### config.mk
export PLATFORM = sky130hd
export DESIGN_NAME = asq_seq
export DESIGN_NICKNAME = d
export VERILOG_FILES = /design/src/asq_pkg.sv /design/src/asq_evt.sv /design/src/asq_seq.sv
export SDC_FILE = /design/constraint.sdc
export NUM_CORES = 2
export LEC_CHECK = 0
export BUFFER_PORTS_ARGS = -buffer_cell sky130_fd_sc_hd__buf_2
export CORE_MARGIN = 3
export CORE_UTILIZATION = 50
export DETAILED_ROUTE_END_ITERATION = 7
export GPL_TIMING_DRIVEN = 1
export HOLD_SLACK_MARGIN = 0.03
export PLACE_DENSITY = 0.67
export SETUP_SLACK_MARGIN = 0.05
export SYNTH_ARGS = -nofsm -noshare
export SYNTH_HDL_FRONTEND = slang
export SYNTH_SLANG_ARGS = --single-unit
### constraint.sdc
create_clock -name CLOCK_I -period 8.4 [get_ports CLOCK_I]
set_clock_uncertainty 0.2 [all_clocks]
set_input_delay 0.42 -clock CLOCK_I [delete_from_list [all_inputs] [get_ports CLOCK_I]]
set_output_delay 0.42 -clock CLOCK_I [all_outputs]
set_load 0.01 [all_outputs]
### src/asq_pkg.sv
// constants, register map and field layout of the acquisition set sequencer
package asq_pkg;
	localparam int unsigned ASQ_MAX_SETS = 8;
	localparam int unsigned ASQ_IDX_W = 3;
	localparam int unsigned ASQ_NFEAT = 2;
	localparam int unsigned ASQ_SRC_W = 3;
	localparam int unsigned ASQ_EDGE_W = 2;

	localparam logic [7:0] OFF_CTRL = 8'h00;
	localparam logic [7:0] OFF_FSEL = 8'h04;
	localparam logic [7:0] OFF_FEN = 8'h08;
	localparam logic [7:0] OFF_SETSEL = 8'h0c;
	localparam logic [7:0] OFF_BRANCH = 8'h10;
	localparam logic [7:0] OFF_PATH = 8'h14;
	localparam logic [7:0] OFF_FIRST = 8'h18;
	localparam logic [7:0] OFF_CMD = 8'h1c;
	localparam logic [7:0] OFF_STATUS = 8'h20;
	localparam logic [7:0] OFF_EXPOSURE = 8'h24;
	localparam logic [7:0] OFF_GAIN = 8'h28;
	localparam logic [7:0] OFF_IMPLIED = 8'h2c;
	localparam logic [7:0] OFF_FIXED = 8'h30;
	localparam logic [7:0] OFF_AUTO = 8'h34;
	localparam logic [7:0] OFF_FREE = 8'h38;

	localparam int unsigned CTRL_SETUP_BIT = 0;
	localparam int unsigned CTRL_RUN_BIT = 1;
	localparam int unsigned PATH_SRC_LSB = 0;
	localparam int unsigned PATH_EDGE_LSB = 4;
	localparam int unsigned PATH_NEXT_LSB = 8;
	localparam int unsigned CMD_STORE_BIT = 0;
	localparam int unsigned CMD_RECALL_BIT = 1;
	localparam int unsigned CMD_ERASE_BIT = 2;
	localparam int unsigned STAT_SETUP_OK_BIT = 0;
	localparam int unsigned STAT_SET_OK_BIT = 1;
	localparam int unsigned STAT_LOCK_BIT = 2;
	localparam int unsigned STAT_RUN_BIT = 3;
	localparam int unsigned STAT_SETUP_BIT = 4;
	localparam int unsigned STAT_VALID_LSB = 8;
	localparam int unsigned STAT_CUR_LSB = 16;

	localparam logic FEAT_EXPOSURE = 1'b0;
	localparam logic FEAT_GAIN = 1'b1;

	localparam logic [ASQ_SRC_W-1:0] SRC_FRAME_BEGIN = 3'h0;
	localparam logic [ASQ_EDGE_W-1:0] EDGE_RISING = 2'h0;
	localparam logic [ASQ_EDGE_W-1:0] EDGE_FALLING = 2'h1;
	localparam logic [ASQ_EDGE_W-1:0] EDGE_ANY = 2'h2;
	localparam logic [ASQ_EDGE_W-1:0] EDGE_HIGH = 2'h3;

	localparam logic [31:0] FEAT_RST = 32'h0000_0000;
	localparam logic [ASQ_IDX_W-1:0] IDX_RST = 3'h0;

	typedef enum logic [1:0] {PH_IDLE, PH_SETUP, PH_RUN} asq_phase_e;
endpackage

### src/asq_evt.sv
// hop event selector: line synchronisers and edge qualification
`timescale 1ns/1ps
`default_nettype none
module asq_evt
	import asq_pkg::*;
#(
	parameter int NLINES = 4
) (
	input wire logic clk_i,
	input wire logic rst_n_i,
	input wire logic frame_begin_i,
	input wire logic [NLINES-1:0] line_i,
	input wire logic [ASQ_SRC_W-1:0] src_i,
	input wire logic [ASQ_EDGE_W-1:0] edge_i,
	output logic hit_o
);
	logic [NLINES-1:0] sync1_r;
	logic [NLINES-1:0] sync2_r;
	logic [NLINES:0] lvl;
	logic [NLINES:0] prev_r;
	logic [7:0] lvl8;
	logic [7:0] prev8;
	logic cur;
	logic prv;

	genvar k;
	generate
		for (k = 0; k < NLINES; k++) begin : g_sync
			always_ff @(posedge clk_i or negedge rst_n_i) begin
				if (!rst_n_i) begin
					sync1_r[k] <= 1'b0;
					sync2_r[k] <= 1'b0;
				end else begin
					sync1_r[k] <= line_i[k];
					sync2_r[k] <= sync1_r[k];
				end
			end
		end
	endgenerate

	// frame begin comes from logic on this clock, so it skips the synchroniser
	assign lvl = {sync2_r, frame_begin_i};

	always_ff @(posedge clk_i or negedge rst_n_i) begin
		if (!rst_n_i) begin
			prev_r <= '0;
		end else begin
			prev_r <= lvl;
		end
	end

	assign lvl8 = 8'(lvl);
	assign prev8 = 8'(prev_r);
	assign cur = lvl8[src_i];
	assign prv = prev8[src_i];

	always_comb begin
		case (edge_i)
			EDGE_RISING: hit_o = cur & ~prv;
			EDGE_FALLING: hit_o = ~cur & prv;
			EDGE_ANY: hit_o = cur ^ prv;
			EDGE_HIGH: hit_o = cur;
			default: hit_o = 1'b0;
		endcase
	end
endmodule
`default_nettype wire

### src/asq_seq.sv
// acquisition set sequencer with apb register access
`timescale 1ns/1ps
`default_nettype none
module asq_seq
	import asq_pkg::*;
#(
	parameter int NSETS = 8,
	parameter int DW = 32,
	parameter int NLINES = 4
) (
	input wire logic CLOCK_I,
	input wire logic RESETN_I,
	input wire logic PSEL_I,
	input wire logic PENABLE_I,
	input wire logic PWRITE_I,
	input wire logic [7:0] PADDR_I,
	input wire logic [31:0] PWDATA_I,
	output logic [31:0] PRDATA_O,
	output logic PREADY_O,
	output logic PSLVERR_O,
	input wire logic FRAME_BEGIN_I,
	input wire logic [NLINES-1:0] LINE_I,
	input wire logic STREAMING_I,
	output logic [DW-1:0] EXPOSURE_O,
	output logic [DW-1:0] GAIN_O,
	output logic [DW-1:0] IMPLIED_O,
	output logic [DW-1:0] FIXED_O,
	output logic AUTO_EXPOSURE_O,
	output logic [DW-1:0] FREE_O,
	output logic [ASQ_IDX_W-1:0] CURRENT_SET_O,
	output logic RUNNING_O,
	output logic SETUP_O
);
	generate
		if (NSETS < 2 || NSETS > ASQ_MAX_SETS) begin : g_bad_sets
			$error("NSETS out of range");
		end
		if (DW < 1 || DW > 32) begin : g_bad_dw
			$error("DW out of range");
		end
		if (NLINES < 1 || NLINES > 7) begin : g_bad_lines
			$error("NLINES out of range");
		end
	endgenerate

	localparam logic [3:0] NSETS_W = 4'(NSETS);
	localparam logic [3:0] NLINES_W = 4'(NLINES);

	asq_phase_e phase_r;
	logic [ASQ_NFEAT-1:0] dir_on_r;
	logic [ASQ_NFEAT-1:0] seq_mask_r;
	logic dep_r;
	logic fsel_r;
	logic [ASQ_IDX_W-1:0] set_sel_r;
	logic [ASQ_IDX_W-1:0] branch_r;
	logic [ASQ_IDX_W-1:0] first_r;
	logic [ASQ_IDX_W-1:0] cur_r;
	logic setup_ok_r;
	logic [DW-1:0] exp_r;
	logic [DW-1:0] gain_r;
	logic [DW-1:0] impl_r;
	logic [DW-1:0] fixed_r;
	logic [DW-1:0] free_r;
	logic auto_r;
	logic auto_out_r;
	logic [31:0] prdata_r;

	// per-set storage; one path per set, so no branch dimension
	logic [DW-1:0] mem_exp_r [NSETS];
	logic [DW-1:0] mem_gain_r [NSETS];
	logic [DW-1:0] mem_impl_r [NSETS];
	logic [DW-1:0] mem_fix_r [NSETS];
	logic [ASQ_NFEAT-1:0] mem_mask_r [NSETS];
	logic [NSETS-1:0] stored_r;
	logic [ASQ_SRC_W-1:0] path_src_r [NSETS];
	logic [ASQ_EDGE_W-1:0] path_edge_r [NSETS];
	logic [ASQ_IDX_W-1:0] path_next_r [NSETS];
	logic [NSETS-1:0] set_ok;
	logic [NSETS-1:0] link_ok;
	logic [7:0] ok8;

	// apb decode
	logic acc;
	logic wr;
	logic hit_ctrl, hit_fsel, hit_fen, hit_setsel, hit_branch, hit_path, hit_first;
	logic hit_cmd, hit_stat, hit_exp, hit_gain, hit_impl, hit_fix, hit_auto, hit_free;
	logic unmapped;
	assign acc = PSEL_I & PENABLE_I;
	assign wr = acc & PWRITE_I;
	assign hit_ctrl = PADDR_I == OFF_CTRL;
	assign hit_fsel = PADDR_I == OFF_FSEL;
	assign hit_fen = PADDR_I == OFF_FEN;
	assign hit_setsel = PADDR_I == OFF_SETSEL;
	assign hit_branch = PADDR_I == OFF_BRANCH;
	assign hit_path = PADDR_I == OFF_PATH;
	assign hit_first = PADDR_I == OFF_FIRST;
	assign hit_cmd = PADDR_I == OFF_CMD;
	assign hit_stat = PADDR_I == OFF_STATUS;
	assign hit_exp = PADDR_I == OFF_EXPOSURE;
	assign hit_gain = PADDR_I == OFF_GAIN;
	assign hit_impl = PADDR_I == OFF_IMPLIED;
	assign hit_fix = PADDR_I == OFF_FIXED;
	assign hit_auto = PADDR_I == OFF_AUTO;
	assign hit_free = PADDR_I == OFF_FREE;
	assign unmapped = ~(hit_ctrl | hit_fsel | hit_fen | hit_setsel | hit_branch | hit_path
		| hit_first | hit_cmd | hit_stat | hit_exp | hit_gain | hit_impl | hit_fix
		| hit_auto | hit_free);

	// write data fields
	logic [ASQ_IDX_W-1:0] w_idx;
	logic [ASQ_SRC_W-1:0] w_src;
	logic [ASQ_EDGE_W-1:0] w_edge;
	logic [ASQ_IDX_W-1:0] w_next;
	logic w_store, w_recall, w_erase;
	assign w_idx = PWDATA_I[ASQ_IDX_W-1:0];
	assign w_src = PWDATA_I[PATH_SRC_LSB +: ASQ_SRC_W];
	assign w_edge = PWDATA_I[PATH_EDGE_LSB +: ASQ_EDGE_W];
	assign w_next = PWDATA_I[PATH_NEXT_LSB +: ASQ_IDX_W];
	assign w_store = PWDATA_I[CMD_STORE_BIT];
	assign w_recall = PWDATA_I[CMD_RECALL_BIT];
	assign w_erase = PWDATA_I[CMD_ERASE_BIT];

	logic in_run, in_setup, in_idle, sel_ok, cfg_ok;
	assign in_run = phase_r == PH_RUN;
	assign in_setup = phase_r == PH_SETUP;
	assign in_idle = phase_r == PH_IDLE;
	assign sel_ok = set_ok[set_sel_r];

	// phase switching
	logic go_setup, go_exit, go_run, go_stop, bad_ctrl;
	always_comb begin
		go_setup = 1'b0;
		go_exit = 1'b0;
		go_run = 1'b0;
		go_stop = 1'b0;
		bad_ctrl = 1'b0;
		case (phase_r)
			PH_IDLE: begin
				if (PWDATA_I[CTRL_SETUP_BIT] && PWDATA_I[CTRL_RUN_BIT]) begin
					bad_ctrl = 1'b1;
				end else if (PWDATA_I[CTRL_SETUP_BIT]) begin
					go_setup = 1'b1;
				end else if (PWDATA_I[CTRL_RUN_BIT]) begin
					// start needs a valid configuration and a stopped stream
					go_run = setup_ok_r & cfg_ok & ~STREAMING_I;
					bad_ctrl = ~go_run;
				end
			end
			PH_SETUP: begin
				bad_ctrl = PWDATA_I[CTRL_RUN_BIT];
				go_exit = ~PWDATA_I[CTRL_SETUP_BIT] & ~PWDATA_I[CTRL_RUN_BIT];
			end
			PH_RUN: begin
				bad_ctrl = PWDATA_I[CTRL_SETUP_BIT];
				go_stop = ~PWDATA_I[CTRL_RUN_BIT] & ~PWDATA_I[CTRL_SETUP_BIT];
			end
			default: bad_ctrl = 1'b1;
		endcase
	end

	// refusals; a refused write changes nothing and answers with pslverr
	logic bad_fen, bad_sel, bad_branch, bad_path, bad_first, bad_cmd;
	logic bad_exp, bad_gain, bad_impl, bad_fix, wr_bad;
	assign bad_fen = ~in_idle;
	assign bad_sel = {1'b0, w_idx} >= NSETS_W;
	assign bad_branch = w_idx != '0;
	assign bad_path = ~in_setup | (branch_r != '0) | ({1'b0, w_src} > NLINES_W)
		| ({1'b0, w_next} >= NSETS_W);
	assign bad_first = ~in_setup | bad_sel;
	assign bad_cmd = w_erase ? in_run : w_store ? ~in_setup : w_recall & ~sel_ok;
	assign bad_exp = in_run & seq_mask_r[FEAT_EXPOSURE];
	assign bad_gain = in_run & seq_mask_r[FEAT_GAIN];
	assign bad_impl = in_run & dep_r;
	assign bad_fix = ~in_idle & dep_r;
	assign wr_bad = (hit_ctrl & bad_ctrl) | (hit_fen & bad_fen) | (hit_setsel & bad_sel)
		| (hit_branch & bad_branch) | (hit_path & bad_path) | (hit_first & bad_first)
		| (hit_cmd & bad_cmd) | hit_stat | (hit_exp & bad_exp) | (hit_gain & bad_gain)
		| (hit_impl & bad_impl) | (hit_fix & bad_fix);

	logic wr_ok, do_erase, do_store, do_recall, path_wr;
	assign wr_ok = wr & ~unmapped & ~wr_bad;
	assign do_erase = wr_ok & hit_cmd & w_erase;
	assign do_store = wr_ok & hit_cmd & ~w_erase & w_store;
	assign do_recall = wr_ok & hit_cmd & ~w_erase & ~w_store & w_recall;
	assign path_wr = wr_ok & hit_path;

	// hop event of the current set's path
	logic evt, hop;
	asq_evt #(.NLINES(NLINES)) u_evt (
		.clk_i(CLOCK_I),
		.rst_n_i(RESETN_I),
		.frame_begin_i(FRAME_BEGIN_I),
		.line_i(LINE_I),
		.src_i(path_src_r[cur_r]),
		.edge_i(path_edge_r[cur_r]),
		.hit_o(evt)
	);
	assign hop = in_run & STREAMING_I & evt;

	// loading a set into the active configuration
	logic load, start;
	logic [ASQ_IDX_W-1:0] load_idx;
	assign start = wr_ok & hit_ctrl & go_run;
	assign load = start | do_recall | hop;
	assign load_idx = start ? first_r : do_recall ? set_sel_r : path_next_r[cur_r];

	// per-set storage and validity
	genvar i;
	generate
		for (i = 0; i < NSETS; i++) begin : g_set
			always_ff @(posedge CLOCK_I or negedge RESETN_I) begin
				if (!RESETN_I) begin
					stored_r[i] <= 1'b0;
					mem_exp_r[i] <= '0;
					mem_gain_r[i] <= '0;
					mem_impl_r[i] <= '0;
					mem_fix_r[i] <= '0;
					mem_mask_r[i] <= '0;
					path_src_r[i] <= SRC_FRAME_BEGIN;
					path_edge_r[i] <= EDGE_RISING;
					path_next_r[i] <= IDX_RST;
				end else if (do_erase) begin
					stored_r[i] <= 1'b0;
					path_src_r[i] <= SRC_FRAME_BEGIN;
					path_edge_r[i] <= EDGE_RISING;
					path_next_r[i] <= IDX_RST;
				end else begin
					if (do_store && set_sel_r == ASQ_IDX_W'(i)) begin
						stored_r[i] <= 1'b1;
						mem_exp_r[i] <= exp_r;
						mem_gain_r[i] <= gain_r;
						mem_impl_r[i] <= impl_r;
						mem_fix_r[i] <= fixed_r;
						mem_mask_r[i] <= seq_mask_r;
					end
					if (path_wr && set_sel_r == ASQ_IDX_W'(i)) begin
						path_src_r[i] <= w_src;
						path_edge_r[i] <= w_edge;
						path_next_r[i] <= w_next;
					end
				end
			end
			// validity follows the live fixed value, so a later store with a
			// changed fixed feature drops older sets without extra bookkeeping
			assign set_ok[i] = stored_r[i] & (mem_fix_r[i] == fixed_r)
				& (mem_mask_r[i] == seq_mask_r)
				& (~mem_mask_r[i][FEAT_EXPOSURE] | (mem_exp_r[i] != '0));
			assign link_ok[i] = ~set_ok[i] | set_ok[path_next_r[i]];
		end
	endgenerate

	assign ok8 = 8'(set_ok);
	assign cfg_ok = set_ok[first_r] & (&link_ok);

	// control and active configuration
	always_ff @(posedge CLOCK_I or negedge RESETN_I) begin
		if (!RESETN_I) begin
			phase_r <= PH_IDLE;
			setup_ok_r <= 1'b0;
			seq_mask_r <= '0;
			dep_r <= 1'b0;
			cur_r <= IDX_RST;
		end else begin
			if (wr_ok && hit_ctrl && go_setup) begin
				phase_r <= PH_SETUP;
				seq_mask_r <= dir_on_r;
				dep_r <= |dir_on_r;
				setup_ok_r <= 1'b0;
			end else if (wr_ok && hit_ctrl && go_exit) begin
				phase_r <= PH_IDLE;
				setup_ok_r <= cfg_ok;
			end else if (start) begin
				phase_r <= PH_RUN;
			end else if (wr_ok && hit_ctrl && go_stop) begin
				phase_r <= PH_IDLE;
			end else if (do_erase) begin
				setup_ok_r <= 1'b0;
			end
			if (load) begin
				cur_r <= load_idx;
			end
		end
	end

	always_ff @(posedge CLOCK_I or negedge RESETN_I) begin
		if (!RESETN_I) begin
			exp_r <= DW'(FEAT_RST);
			gain_r <= DW'(FEAT_RST);
			impl_r <= DW'(FEAT_RST);
		end else if (load) begin
			// sequenced features, and the implied one when any is sequenced, follow the set; the rest keep their value
			if (seq_mask_r[FEAT_EXPOSURE]) exp_r <= mem_exp_r[load_idx];
			if (seq_mask_r[FEAT_GAIN]) gain_r <= mem_gain_r[load_idx];
			if (dep_r) impl_r <= mem_impl_r[load_idx];
		end else if (wr_ok) begin
			if (hit_exp) exp_r <= PWDATA_I[DW-1:0];
			if (hit_gain) gain_r <= PWDATA_I[DW-1:0];
			if (hit_impl) impl_r <= PWDATA_I[DW-1:0];
		end
	end

	always_ff @(posedge CLOCK_I or negedge RESETN_I) begin
		if (!RESETN_I) begin
			fixed_r <= DW'(FEAT_RST);
			free_r <= DW'(FEAT_RST);
			auto_r <= 1'b0;
			auto_out_r <= 1'b0;
		end else begin
			if (wr_ok && hit_fix) fixed_r <= PWDATA_I[DW-1:0];
			if (wr_ok && hit_free) free_r <= PWDATA_I[DW-1:0];
			if (wr_ok && hit_auto) auto_r <= PWDATA_I[0];
			// user choice is kept, the drive is forced to manual while running
			auto_out_r <= auto_r & ~in_run;
		end
	end

	always_ff @(posedge CLOCK_I or negedge RESETN_I) begin
		if (!RESETN_I) begin
			dir_on_r <= '0;
			fsel_r <= FEAT_EXPOSURE;
			set_sel_r <= IDX_RST;
			branch_r <= IDX_RST;
			first_r <= IDX_RST;
		end else if (do_erase) begin
			first_r <= IDX_RST;
		end else if (wr_ok) begin
			if (hit_fsel) fsel_r <= PWDATA_I[0];
			if (hit_fen) dir_on_r[fsel_r] <= PWDATA_I[0];
			if (hit_setsel) set_sel_r <= w_idx;
			if (hit_branch) branch_r <= w_idx;
			if (hit_first) first_r <= w_idx;
		end
	end

	// read side
	logic [31:0] stat_w;
	logic [31:0] path_rd;
	logic [31:0] rd_mux;
	always_comb begin
		stat_w = '0;
		stat_w[STAT_SETUP_OK_BIT] = setup_ok_r;
		stat_w[STAT_SET_OK_BIT] = sel_ok;
		stat_w[STAT_LOCK_BIT] = dep_r;
		stat_w[STAT_RUN_BIT] = in_run;
		stat_w[STAT_SETUP_BIT] = in_setup;
		stat_w[STAT_VALID_LSB +: 8] = ok8;
		stat_w[STAT_CUR_LSB +: ASQ_IDX_W] = cur_r;
	end
	always_comb begin
		path_rd = '0;
		path_rd[PATH_SRC_LSB +: ASQ_SRC_W] = path_src_r[set_sel_r];
		path_rd[PATH_EDGE_LSB +: ASQ_EDGE_W] = path_edge_r[set_sel_r];
		path_rd[PATH_NEXT_LSB +: ASQ_IDX_W] = path_next_r[set_sel_r];
	end
	assign rd_mux = hit_ctrl ? 32'({in_run, in_setup}) :
		hit_fsel ? 32'(fsel_r) :
		hit_fen ? 32'(dir_on_r[fsel_r]) :
		hit_setsel ? 32'(set_sel_r) :
		hit_branch ? 32'(branch_r) :
		hit_path ? path_rd :
		hit_first ? 32'(first_r) :
		hit_stat ? stat_w :
		hit_exp ? 32'(exp_r) :
		hit_gain ? 32'(gain_r) :
		hit_impl ? 32'(impl_r) :
		hit_fix ? 32'(fixed_r) :
		hit_auto ? 32'(auto_r) :
		hit_free ? 32'(free_r) : 32'h0000_0000;

	// read data sampled in the setup cycle so the port comes from a flop
	always_ff @(posedge CLOCK_I or negedge RESETN_I) begin
		if (!RESETN_I) begin
			prdata_r <= 32'h0000_0000;
		end else if (PSEL_I && !PENABLE_I) begin
			prdata_r <= PWRITE_I ? 32'h0000_0000 : rd_mux;
		end
	end

	assign PRDATA_O = prdata_r;
	assign PREADY_O = 1'b1;
	assign PSLVERR_O = acc & (unmapped | (PWRITE_I & wr_bad));
	assign EXPOSURE_O = exp_r;
	assign GAIN_O = gain_r;
	assign IMPLIED_O = impl_r;
	assign FIXED_O = fixed_r;
	assign AUTO_EXPOSURE_O = auto_out_r;
	assign FREE_O = free_r;
	assign CURRENT_SET_O = cur_r;
	assign RUNNING_O = in_run;
	assign SETUP_O = in_setup;
endmodule
`default_nettype wire

==> Yosys cells after proc, flatten, opt, wreduce, memory -nomap -nowiden <==
Cells that the tools add are included.
{ "word_totals": {"register_bits": 1340, "in_bits": 51, "output_inout_bits": 200} }
{ "classes": {"n_lt_le_gt_ge": 17, "eq_ne": 47, "n_mux": 177, "bitwise": 142, "reduce_logical": 84} }
{ "ops": {"columns": ["cell", "n"], "rows": [
  ["32-bit 2-to-1 mux", 33],
  ["32-bit binary-select mux with 3-bit select", 3],
  ["32-bit equality test", 8],
  ["32-bit nonzero test", 8],
  ["3-bit 2-to-1 mux", 45],
  ["1-bit AND", 63],
  ["8-bit by 6-bit equality test with 1-bit output, second input constant", 7],
  ["1-bit 2-to-1 mux", 50],
  ["2-bit 2-to-1 mux", 24],
  ["1-bit bitwise OR", 45],
  ["3-bit by 4-bit < comparator with 1-bit output, second input constant", 11],
  ["2-bit nonzero test", 22],
  ["1-bit binary-select mux with 3-bit select", 12],
  ["3-bit binary-select mux with 3-bit select", 4],
  ["8-bit by 5-bit equality test with 1-bit output, second input constant", 4],
  ["1-bit inverter", 30],
  ["1-bit logical AND", 26],
  ["3-bit AND reduction", 8],
  ["2-bit AND reduction", 9],
  ["2-bit equality test", 8],
  ["8-bit by 4-bit equality test with 1-bit output, second input constant", 2],
  ["2-bit binary-select mux with 3-bit select", 2],
  ["3-bit equality test, second input constant", 4],
  ["4-bit >= comparator, second input constant", 3],
  ["25 further kinds", 36]
]} }

==> Logic depth before layout (Yosys ltp) <==
{ "logic_depth": {"word_depth": 41, "depth_mapped": 21} }

==> By module <==
Synthesis repeated with hierarchy kept, for this count alone.
{ "unflattened": {"cells_unflattened": 5164, "area_unflattened_um2": 64190.3} }
{ "modules_own_cells": {"columns": ["mod", "n_inst", "cells_each", "area_each_um2"], "rows": [
  ["asq_seq", 1, 5132, 63701.1],
  ["asq_evt", 1, 32, 489.2]
]} }

==> Least setup slack after synthesis <==
OpenSTA, ideal clock, no wires.
{ "synth_path": {"path_type": "flip-flop to flip-flop", "startpoint": "reg fixed_r[27] (netlist: FIXED_O[27])", "endpoint": "reg gain_r[5] (netlist: GAIN_O[5])", "arrival_time_ns": 4.650, "required_ns": 8.082, "setup_slack_ns": 3.432, "path_stages_with_launch": 20, "period_less_slack_ns": 4.968, "path_cell_list": "dfrtp_1 -> clkbuf_1 -> xor2_1 -> nor4_1 -> nand3_1 -> or4_1 -> buf_2 -> mux2_2 -> a211oi_2 -> o32ai_1 -> or4_1 -> buf_2 -> or3_1 -> a2bb2oi_2 -> buf_6 -> buf_2 -> mux2_2 -> o211ai_1 -> a31oi_1 -> a21o_1"} }
{ "synth_between": {"elab_chain_cells": 41} }
{ "synth_lines": {"columns": ["element", "line", "source"], "rows": [
  ["from (decl)", "asq_seq.sv:62", "logic [DW-1:0] fixed_r;"],
  ["from (signal assigned)", "asq_seq.sv:304", "fixed_r <= DW'(FEAT_RST);"],
  ["from (signal assigned)", "asq_seq.sv:309", "if (wr_ok && hit_fix) fixed_r <= PWDATA_I[DW-1:0];"],
  ["32-bit equality test", "asq_seq.sv:245", "assign set_ok[i] = stored_r[i] & (mem_fix_r[i] == fixed_r)"],
  ["1-bit AND", "asq_seq.sv:245", null],
  ["1-bit AND", "asq_seq.sv:246", "& (mem_mask_r[i] == seq_mask_r)"],
  ["1-bit AND", "asq_seq.sv:247", "& (~mem_mask_r[i][FEAT_EXPOSURE] | (mem_exp_r[i] != '0));"],
  ["1-bit binary-select mux with 3-bit select", "asq_seq.sv:248", "assign link_ok[i] = ~set_ok[i] | set_ok[path_next_r[i]];"],
  ["1-bit 2-to-1 mux (not written as such)", "asq_seq.sv:248", null],
  ["1-bit bitwise OR", "asq_seq.sv:248", null],
  ["8-bit AND reduction", "asq_seq.sv:253", "assign cfg_ok = set_ok[first_r] & (&link_ok);"],
  ["(+20 left out)", null, null],
  ["1-bit AND", "asq_seq.sv:181", "assign wr_ok = wr & ~unmapped & ~wr_bad;"],
  ["1-bit AND (4 in series)", "asq_seq.sv:184", "assign do_recall = wr_ok & hit_cmd & ~w_erase & ~w_store & w_recall;"],
  ["3-bit 2-to-1 mux (2 in series)", "asq_seq.sv:205", "assign load_idx = start ? first_r : do_recall ? set_sel_r : path_next_r[cur_r];"],
  ["3-bit inverter with 4-bit output (not written as such)", "asq_seq.sv:293", "if (seq_mask_r[FEAT_GAIN]) gain_r <= mem_gain_r[load_idx];"],
  ["32-bit binary-select mux with 3-bit select", "asq_seq.sv:293", null],
  ["32-bit 2-to-1 mux (not written as such) (2 in series)", "asq_seq.sv:293", null],
  ["32-bit 2-to-1 mux", "asq_seq.sv:293", null],
  ["32-bit 2-to-1 mux", "asq_seq.sv:290", "end else if (load) begin"],
  ["to (signal assigned)", "asq_seq.sv:288", "gain_r <= DW'(FEAT_RST);"],
  ["to (signal assigned)", "asq_seq.sv:293", null],
  ["to (signal assigned)", "asq_seq.sv:297", "if (hit_gain) gain_r <= PWDATA_I[DW-1:0];"],
  ["to (decl)", "asq_seq.sv:60", "logic [DW-1:0] gain_r;"]
]} }
Several ways; a longest one is shown, not always the timed one. The select of a mux whose other input is x is not followed.
A chain may end at the register's enable or synchronous reset.

==> Final worst setup path <==
{ "layout_path": {"startpoint": "reg fixed_r[2] (netlist: FIXED_O[2])", "endpoint": "reg exp_r[12] (netlist: EXPOSURE_O[12])"} }
{ "layout_between": {"elab_chain_cells": 41} }
{ "layout_lines": {"columns": ["element", "line", "source"], "rows": [
  ["32-bit equality test", "asq_seq.sv:245", null],
  ["1-bit AND", "asq_seq.sv:245", null],
  ["1-bit AND", "asq_seq.sv:246", null],
  ["1-bit AND", "asq_seq.sv:247", null],
  ["1-bit binary-select mux with 3-bit select", "asq_seq.sv:248", null],
  ["1-bit 2-to-1 mux (not written as such)", "asq_seq.sv:248", null],
  ["1-bit bitwise OR", "asq_seq.sv:248", null],
  ["8-bit AND reduction", "asq_seq.sv:253", null],
  ["(+20 left out)", null, null],
  ["1-bit AND", "asq_seq.sv:181", null],
  ["1-bit AND (4 in series)", "asq_seq.sv:184", null],
  ["3-bit 2-to-1 mux (2 in series)", "asq_seq.sv:205", null],
  ["3-bit inverter with 4-bit output (not written as such)", "asq_seq.sv:292", "if (seq_mask_r[FEAT_EXPOSURE]) exp_r <= mem_exp_r[load_idx];"],
  ["32-bit binary-select mux with 3-bit select", "asq_seq.sv:292", null],
  ["32-bit 2-to-1 mux (not written as such) (2 in series)", "asq_seq.sv:292", null],
  ["32-bit 2-to-1 mux", "asq_seq.sv:292", null],
  ["32-bit 2-to-1 mux", "asq_seq.sv:290", null],
  ["to (signal assigned)", "asq_seq.sv:287", "exp_r <= DW'(FEAT_RST);"],
  ["to (signal assigned)", "asq_seq.sv:292", null],
  ["to (signal assigned)", "asq_seq.sv:296", "if (hit_exp) exp_r <= PWDATA_I[DW-1:0];"],
  ["to (decl)", "asq_seq.sv:59", "logic [DW-1:0] exp_r;"]
]} }
Several ways; a longest one is shown, not always the timed one. The select of a mux whose other input is x is not followed.

==> qor.csv <==
stage;metric;value;unit
cells_and_area;proportion of layout cells with a drive suffix above 1;0.3160;
synthesis;netlist area before placement;63820;um^2
floorplan;die height;363.3;um
sta;count of endpoints failing setup in the final report;0;
setup_path;ordered cell list for the critical path;xor2_1 > nor4_1 > nand4_1 > or4_1 > mux2_2 > a211oi_2 > o32ai_1 > or4_1 > or3_1 > a2bb2oi_4 > buf_12 > buf_12 > mux2i_1 > o22ai_1 > nor2_1 > a21oi_1;
setup_path;critical path required time;8.83;ns
clocking;number of buffers created by CTS;147;
synthesis;number of synthesized flops with an enable pin;0;
global_routing;first-pass GRT wire length;309100;um
synthesis;post-synthesis register bit count;1340;
sta;relative slew slack;-0.06549;
setup_path;critical path launch point type;flop;
global_routing;antenna violations before repair;21;
setup_path;start-to-end type of the worst setup path;flop to flop;
status;run status;complete, but fails checks;
cells_and_area;Area growth syn-to-layout;12.63;%
synthesis;post-synth top area share;0.5254;
global_routing;overall global routing resource usage;0.3188;
clocking;later-pin clock latency in the skew report;0.78;ns
synthesis;main area contributors after synthesis;sky130_fd_sc_hd__dfrtp_1 (53%), sky130_fd_sc_hd__mux2_2 (18%), sky130_fd_sc_hd__mux2i_1 (6.7%), sky130_fd_sc_hd__xor2_1 (2.3%), sky130_fd_sc_hd__nand2_1 (1.6%);
synthesis;Yosys cell types;88;
sta;unrepaired setup endpoints after global routing;no;
placed_design;Post-Place Worst Slack;1.248;ns
sta;clock period minus worst slack;7.270;ns
clocking;count of cells resized by post-cts repair;0;
sta;share of the clock period used by the worst path;0.8655;
setup_path;combined buffer and inverter count along the critical path;2;
setup_path;arrival time reported for the critical path endpoint;7.70;ns
sta;Max Clk Rate;137.5;MHz
synthesis;total nets after synthesis;5248;
synthesis;largest area contributor in the netlist;sky130_fd_sc_hd__dfrtp_1;
clocking;Clock Sink Count;1340;
clocking;CTS tree;built;
clocking;htree depth;4;
sta;final number of hold-violating endpoints;0;
detailed_routing;Avg WL per Cell;29.87;um
placed_design;number of buffer cells added on primary ports;249;
placed_design;final weighted congestion in routability-driven placement;1.019;
synthesis;Synth Area per Inst;12.28;um^2
global_routing;largest net degree at the start of global routing;184;
detailed_routing;number of remaining DRC errors;0;
synthesis;number of warnings reported in the yosys synthesis log;0;
floorplan;cell row count;130;
setup_path;Worst Path Max Fanout;22;
detailed_routing;WL final;211200;um
floorplan;initial standard-cell utilization of the core;0.5056;
synthesis;most frequently used cell type in the post-synthesis netlist;sky130_fd_sc_hd__dfrtp_1;
setup_path;cell with the largest stage delay on the worst path;sky130_fd_sc_hd__dfrtp_1;
power;LEAKAGE;34.84;nW
sta;final setup slack of the worst path;1.130;ns
clocking;clock slew seen by the registers of the worst setup and hold paths;0.06;ns
sta;Worst Tran Pin Value;1.598;ns
cells_and_area;nets@finish;5348;
power;Pwr per Cell Area;186.3;nW/um^2
flow_run;count of max-cap constraint violations;0;
synthesis;gate count after technology mapping;5195;
clocking;Post-CTS Setup Repair Bufs;0;
detailed_routing;antenna-violating nets left;0;
floorplan;die area;132000;um^2
cells_and_area;final standard cell count with taps included and fillers excluded;7070;
sta;final slew viol count;56;
floorplan;Boundary Pins;251;
floorplan;placeable core region;126200;um^2
status;failing checks;slew limit;
setup_path;endpoint type of the worst setup path;flop;
setup_path;Crit path largest cell delay;0.95;ns
synthesis;leading cell types by count after synthesis;sky130_fd_sc_hd__dfrtp_1 (1340), sky130_fd_sc_hd__mux2_2 (1031), sky130_fd_sc_hd__mux2i_1 (429), sky130_fd_sc_hd__nand2_1 (273), sky130_fd_sc_hd__clkbuf_1 (255);
detailed_routing;vias per cell;6.259;
detailed_routing;vias;44250;
clocking;Clock Tree Root;sky130_fd_sc_hd__clkbuf_16;
synthesis;most instantiated flip-flop cell in the synthesis netlist;sky130_fd_sc_hd__dfrtp_1;
clocking;largest buffer count on any clock path;3;
clocking;hold buffer count at CTS;38;
global_routing;gr ovfl total;0;
detailed_routing;drt first-iter violations;4012;
detailed_routing;Pre-Repair DR Iteration Count;7;
setup_path;Reg2Reg Setup Slack;1.13;ns
floorplan;width of the die;363.3;um
setup_path;cell class contributing the biggest share of worst-path delay;simple AND/OR/NAND/NOR gates;
placed_design;detailed-placement wirelength estimate;141400;um
sta;sum of negative setup slack;0;ns
power;Worst VDD drop;0.0002073;V
global_routing;vias in the first global route;43780;
synthesis;proportion of synthesized flip-flops having asynchronous set or reset;1.000;
worst_hold_path;Hold WC Path Type;input pin to async pin;
placed_design;cell total after placement;6758;
synthesis;portion of the post-synthesis area used by sequential elements;0.5254;
[final timing paths]
kind | from | endpoint | depth (start not counted)
worst max-delay path | FIXED_O[2] | EXPOSURE_O[12] | 16
worst min-delay path | RESETN_I | mem_fix_r[40] | 2
worst max register to register | FIXED_O[2] | EXPOSURE_O[12] | 16
worst min register to register | u_evt.sync1_r[2] | u_evt.lvl[3] | 0
max in group asynchronous | RESETN_I | mem_gain_r[246] | 4
min in group CLOCK_I | PWDATA_I[0] | path_src_r[6] | 3
[flip-flops by register name, indices dropped and copies added (netlist names), 8 cells and up]
signal	cells
PRDATA_O	32
path_src_r	24
path_next_r	24
mem_fix_r	256
mem_mask_r	16
stored_r	8
mem_impl_r	256
path_edge_r	16
mem_exp_r	256
mem_gain_r	256
IMPLIED_O	32
GAIN_O	32
FREE_O	32
EXPOSURE_O	32
FIXED_O	32
[cell families after synthesis]
kind of cell               synth area share
xor gates and xnor gates            0.03706
buffers and inverters               0.03617
other                            0.00005876
muxes                                0.2617
AOI/OAI and AO/OA                   0.07697
and+or+nand+nor                     0.06215
DFF                                  0.5254
adders and majority gates         0.0003921
[worst reg2reg max path: stages (launching register included)]
cell                        delay [ns]
sky130_fd_sc_hd__dfrtp_1          0.95
sky130_fd_sc_hd__xor2_1           0.16
sky130_fd_sc_hd__nor4_1           0.45
sky130_fd_sc_hd__nand4_1          0.37
sky130_fd_sc_hd__or4_1            0.81
sky130_fd_sc_hd__mux2_2           0.37
sky130_fd_sc_hd__a211oi_2         0.22
sky130_fd_sc_hd__o32ai_1          0.14
sky130_fd_sc_hd__or4_1            0.72
sky130_fd_sc_hd__or3_1            0.49
sky130_fd_sc_hd__a2bb2oi_4        0.74
sky130_fd_sc_hd__buf_12           0.31
sky130_fd_sc_hd__buf_12           0.25
sky130_fd_sc_hd__mux2i_1          0.52
sky130_fd_sc_hd__o22ai_1          0.20
sky130_fd_sc_hd__nor2_1           0.14
sky130_fd_sc_hd__a21oi_1          0.07
[where the power goes]
group / leakage, nW / internal, mW / total, mW / switching, mW
Combinational: 13.9 / 0.0580 / 0.317 / 0.259
Sequential: 18.5 / 6.46 / 6.47 / 0.00686
Clock: 2.44 / 3.92 / 6.61 / 2.69
Total: 34.8 / 10.4 / 13.4 / 2.96
[area by class of cell]
class                           instances  area, um^2
Timing Repair Buffer                  407        2930
Fill cell                           10420       54340
Multi-Input combinational cell       3344       28160
Antenna cell                            8       20.02
Tap cell                             1650        2064
Sequential cell                      1340       33530
Clock inverter                         34       432.9
Clock buffer                          232        4526
Inverter                               55       206.4
[metal layers]
metal	routed length (um)	GRT usage	part of all wire	vias up
met5	48	0	0.00023	-
met4	9180	0.1279	0.043	8
met3	20390	0.09927	0.097	386
met2	93250	0.4768	0.44	1790
met1	88330	0.4333	0.42	23110
li1	-	-	-	18960
[metrics by stage]
| stage | hold WS (ns) | power (mW) | cell area (um^2) | utilization |
|---|---|---|---|---|
| 6_report | 0.01047 | 13.39 | 71880 | 0.5694 |
| 5_1_grt | 0.08091 | 13.78 | 71860 | 0.5693 |
| 4_1_cts | 0.03736 | 13.47 | 71860 | 0.5693 |
| 3_5_place_dp | 0.1370 | 6.889 | 66520 | 0.5270 |
| 3_3_place_gp | 0.1351 | 6.888 | 66520 | 0.5270 |
| 2_1_floorplan | -0.07559 | 6.644 | 63820 | - |
[placed cells by master, fill, tap and decap left out, drive strengths merged, types with 18 or more instances in the layout]
cell         Yosys  final
dlygate4sd3      0     38
mux2i          429    429
clkbuf         277    232
dfrtp         1340   1340
nand2          273    273
a22oi           31     31
nor3            63     63
o211ai          36     36
nand2b          18     18
a21o            38     38
o221ai          67     67
xor2           165    165
o21ai          180    180
o22ai           94     94
nor2           205    205
a21oi          135    135
xnor2          105    105
inv             54     59
mux4            35     35
a31oi           38     38
clkinv           1     21
nand4           52     52
mux2          1032   1032
nor4            93     93
o22a            37     37
buf            179    369
nand3           38     38
No activity file was read; power rests on OpenSTA's default activity.
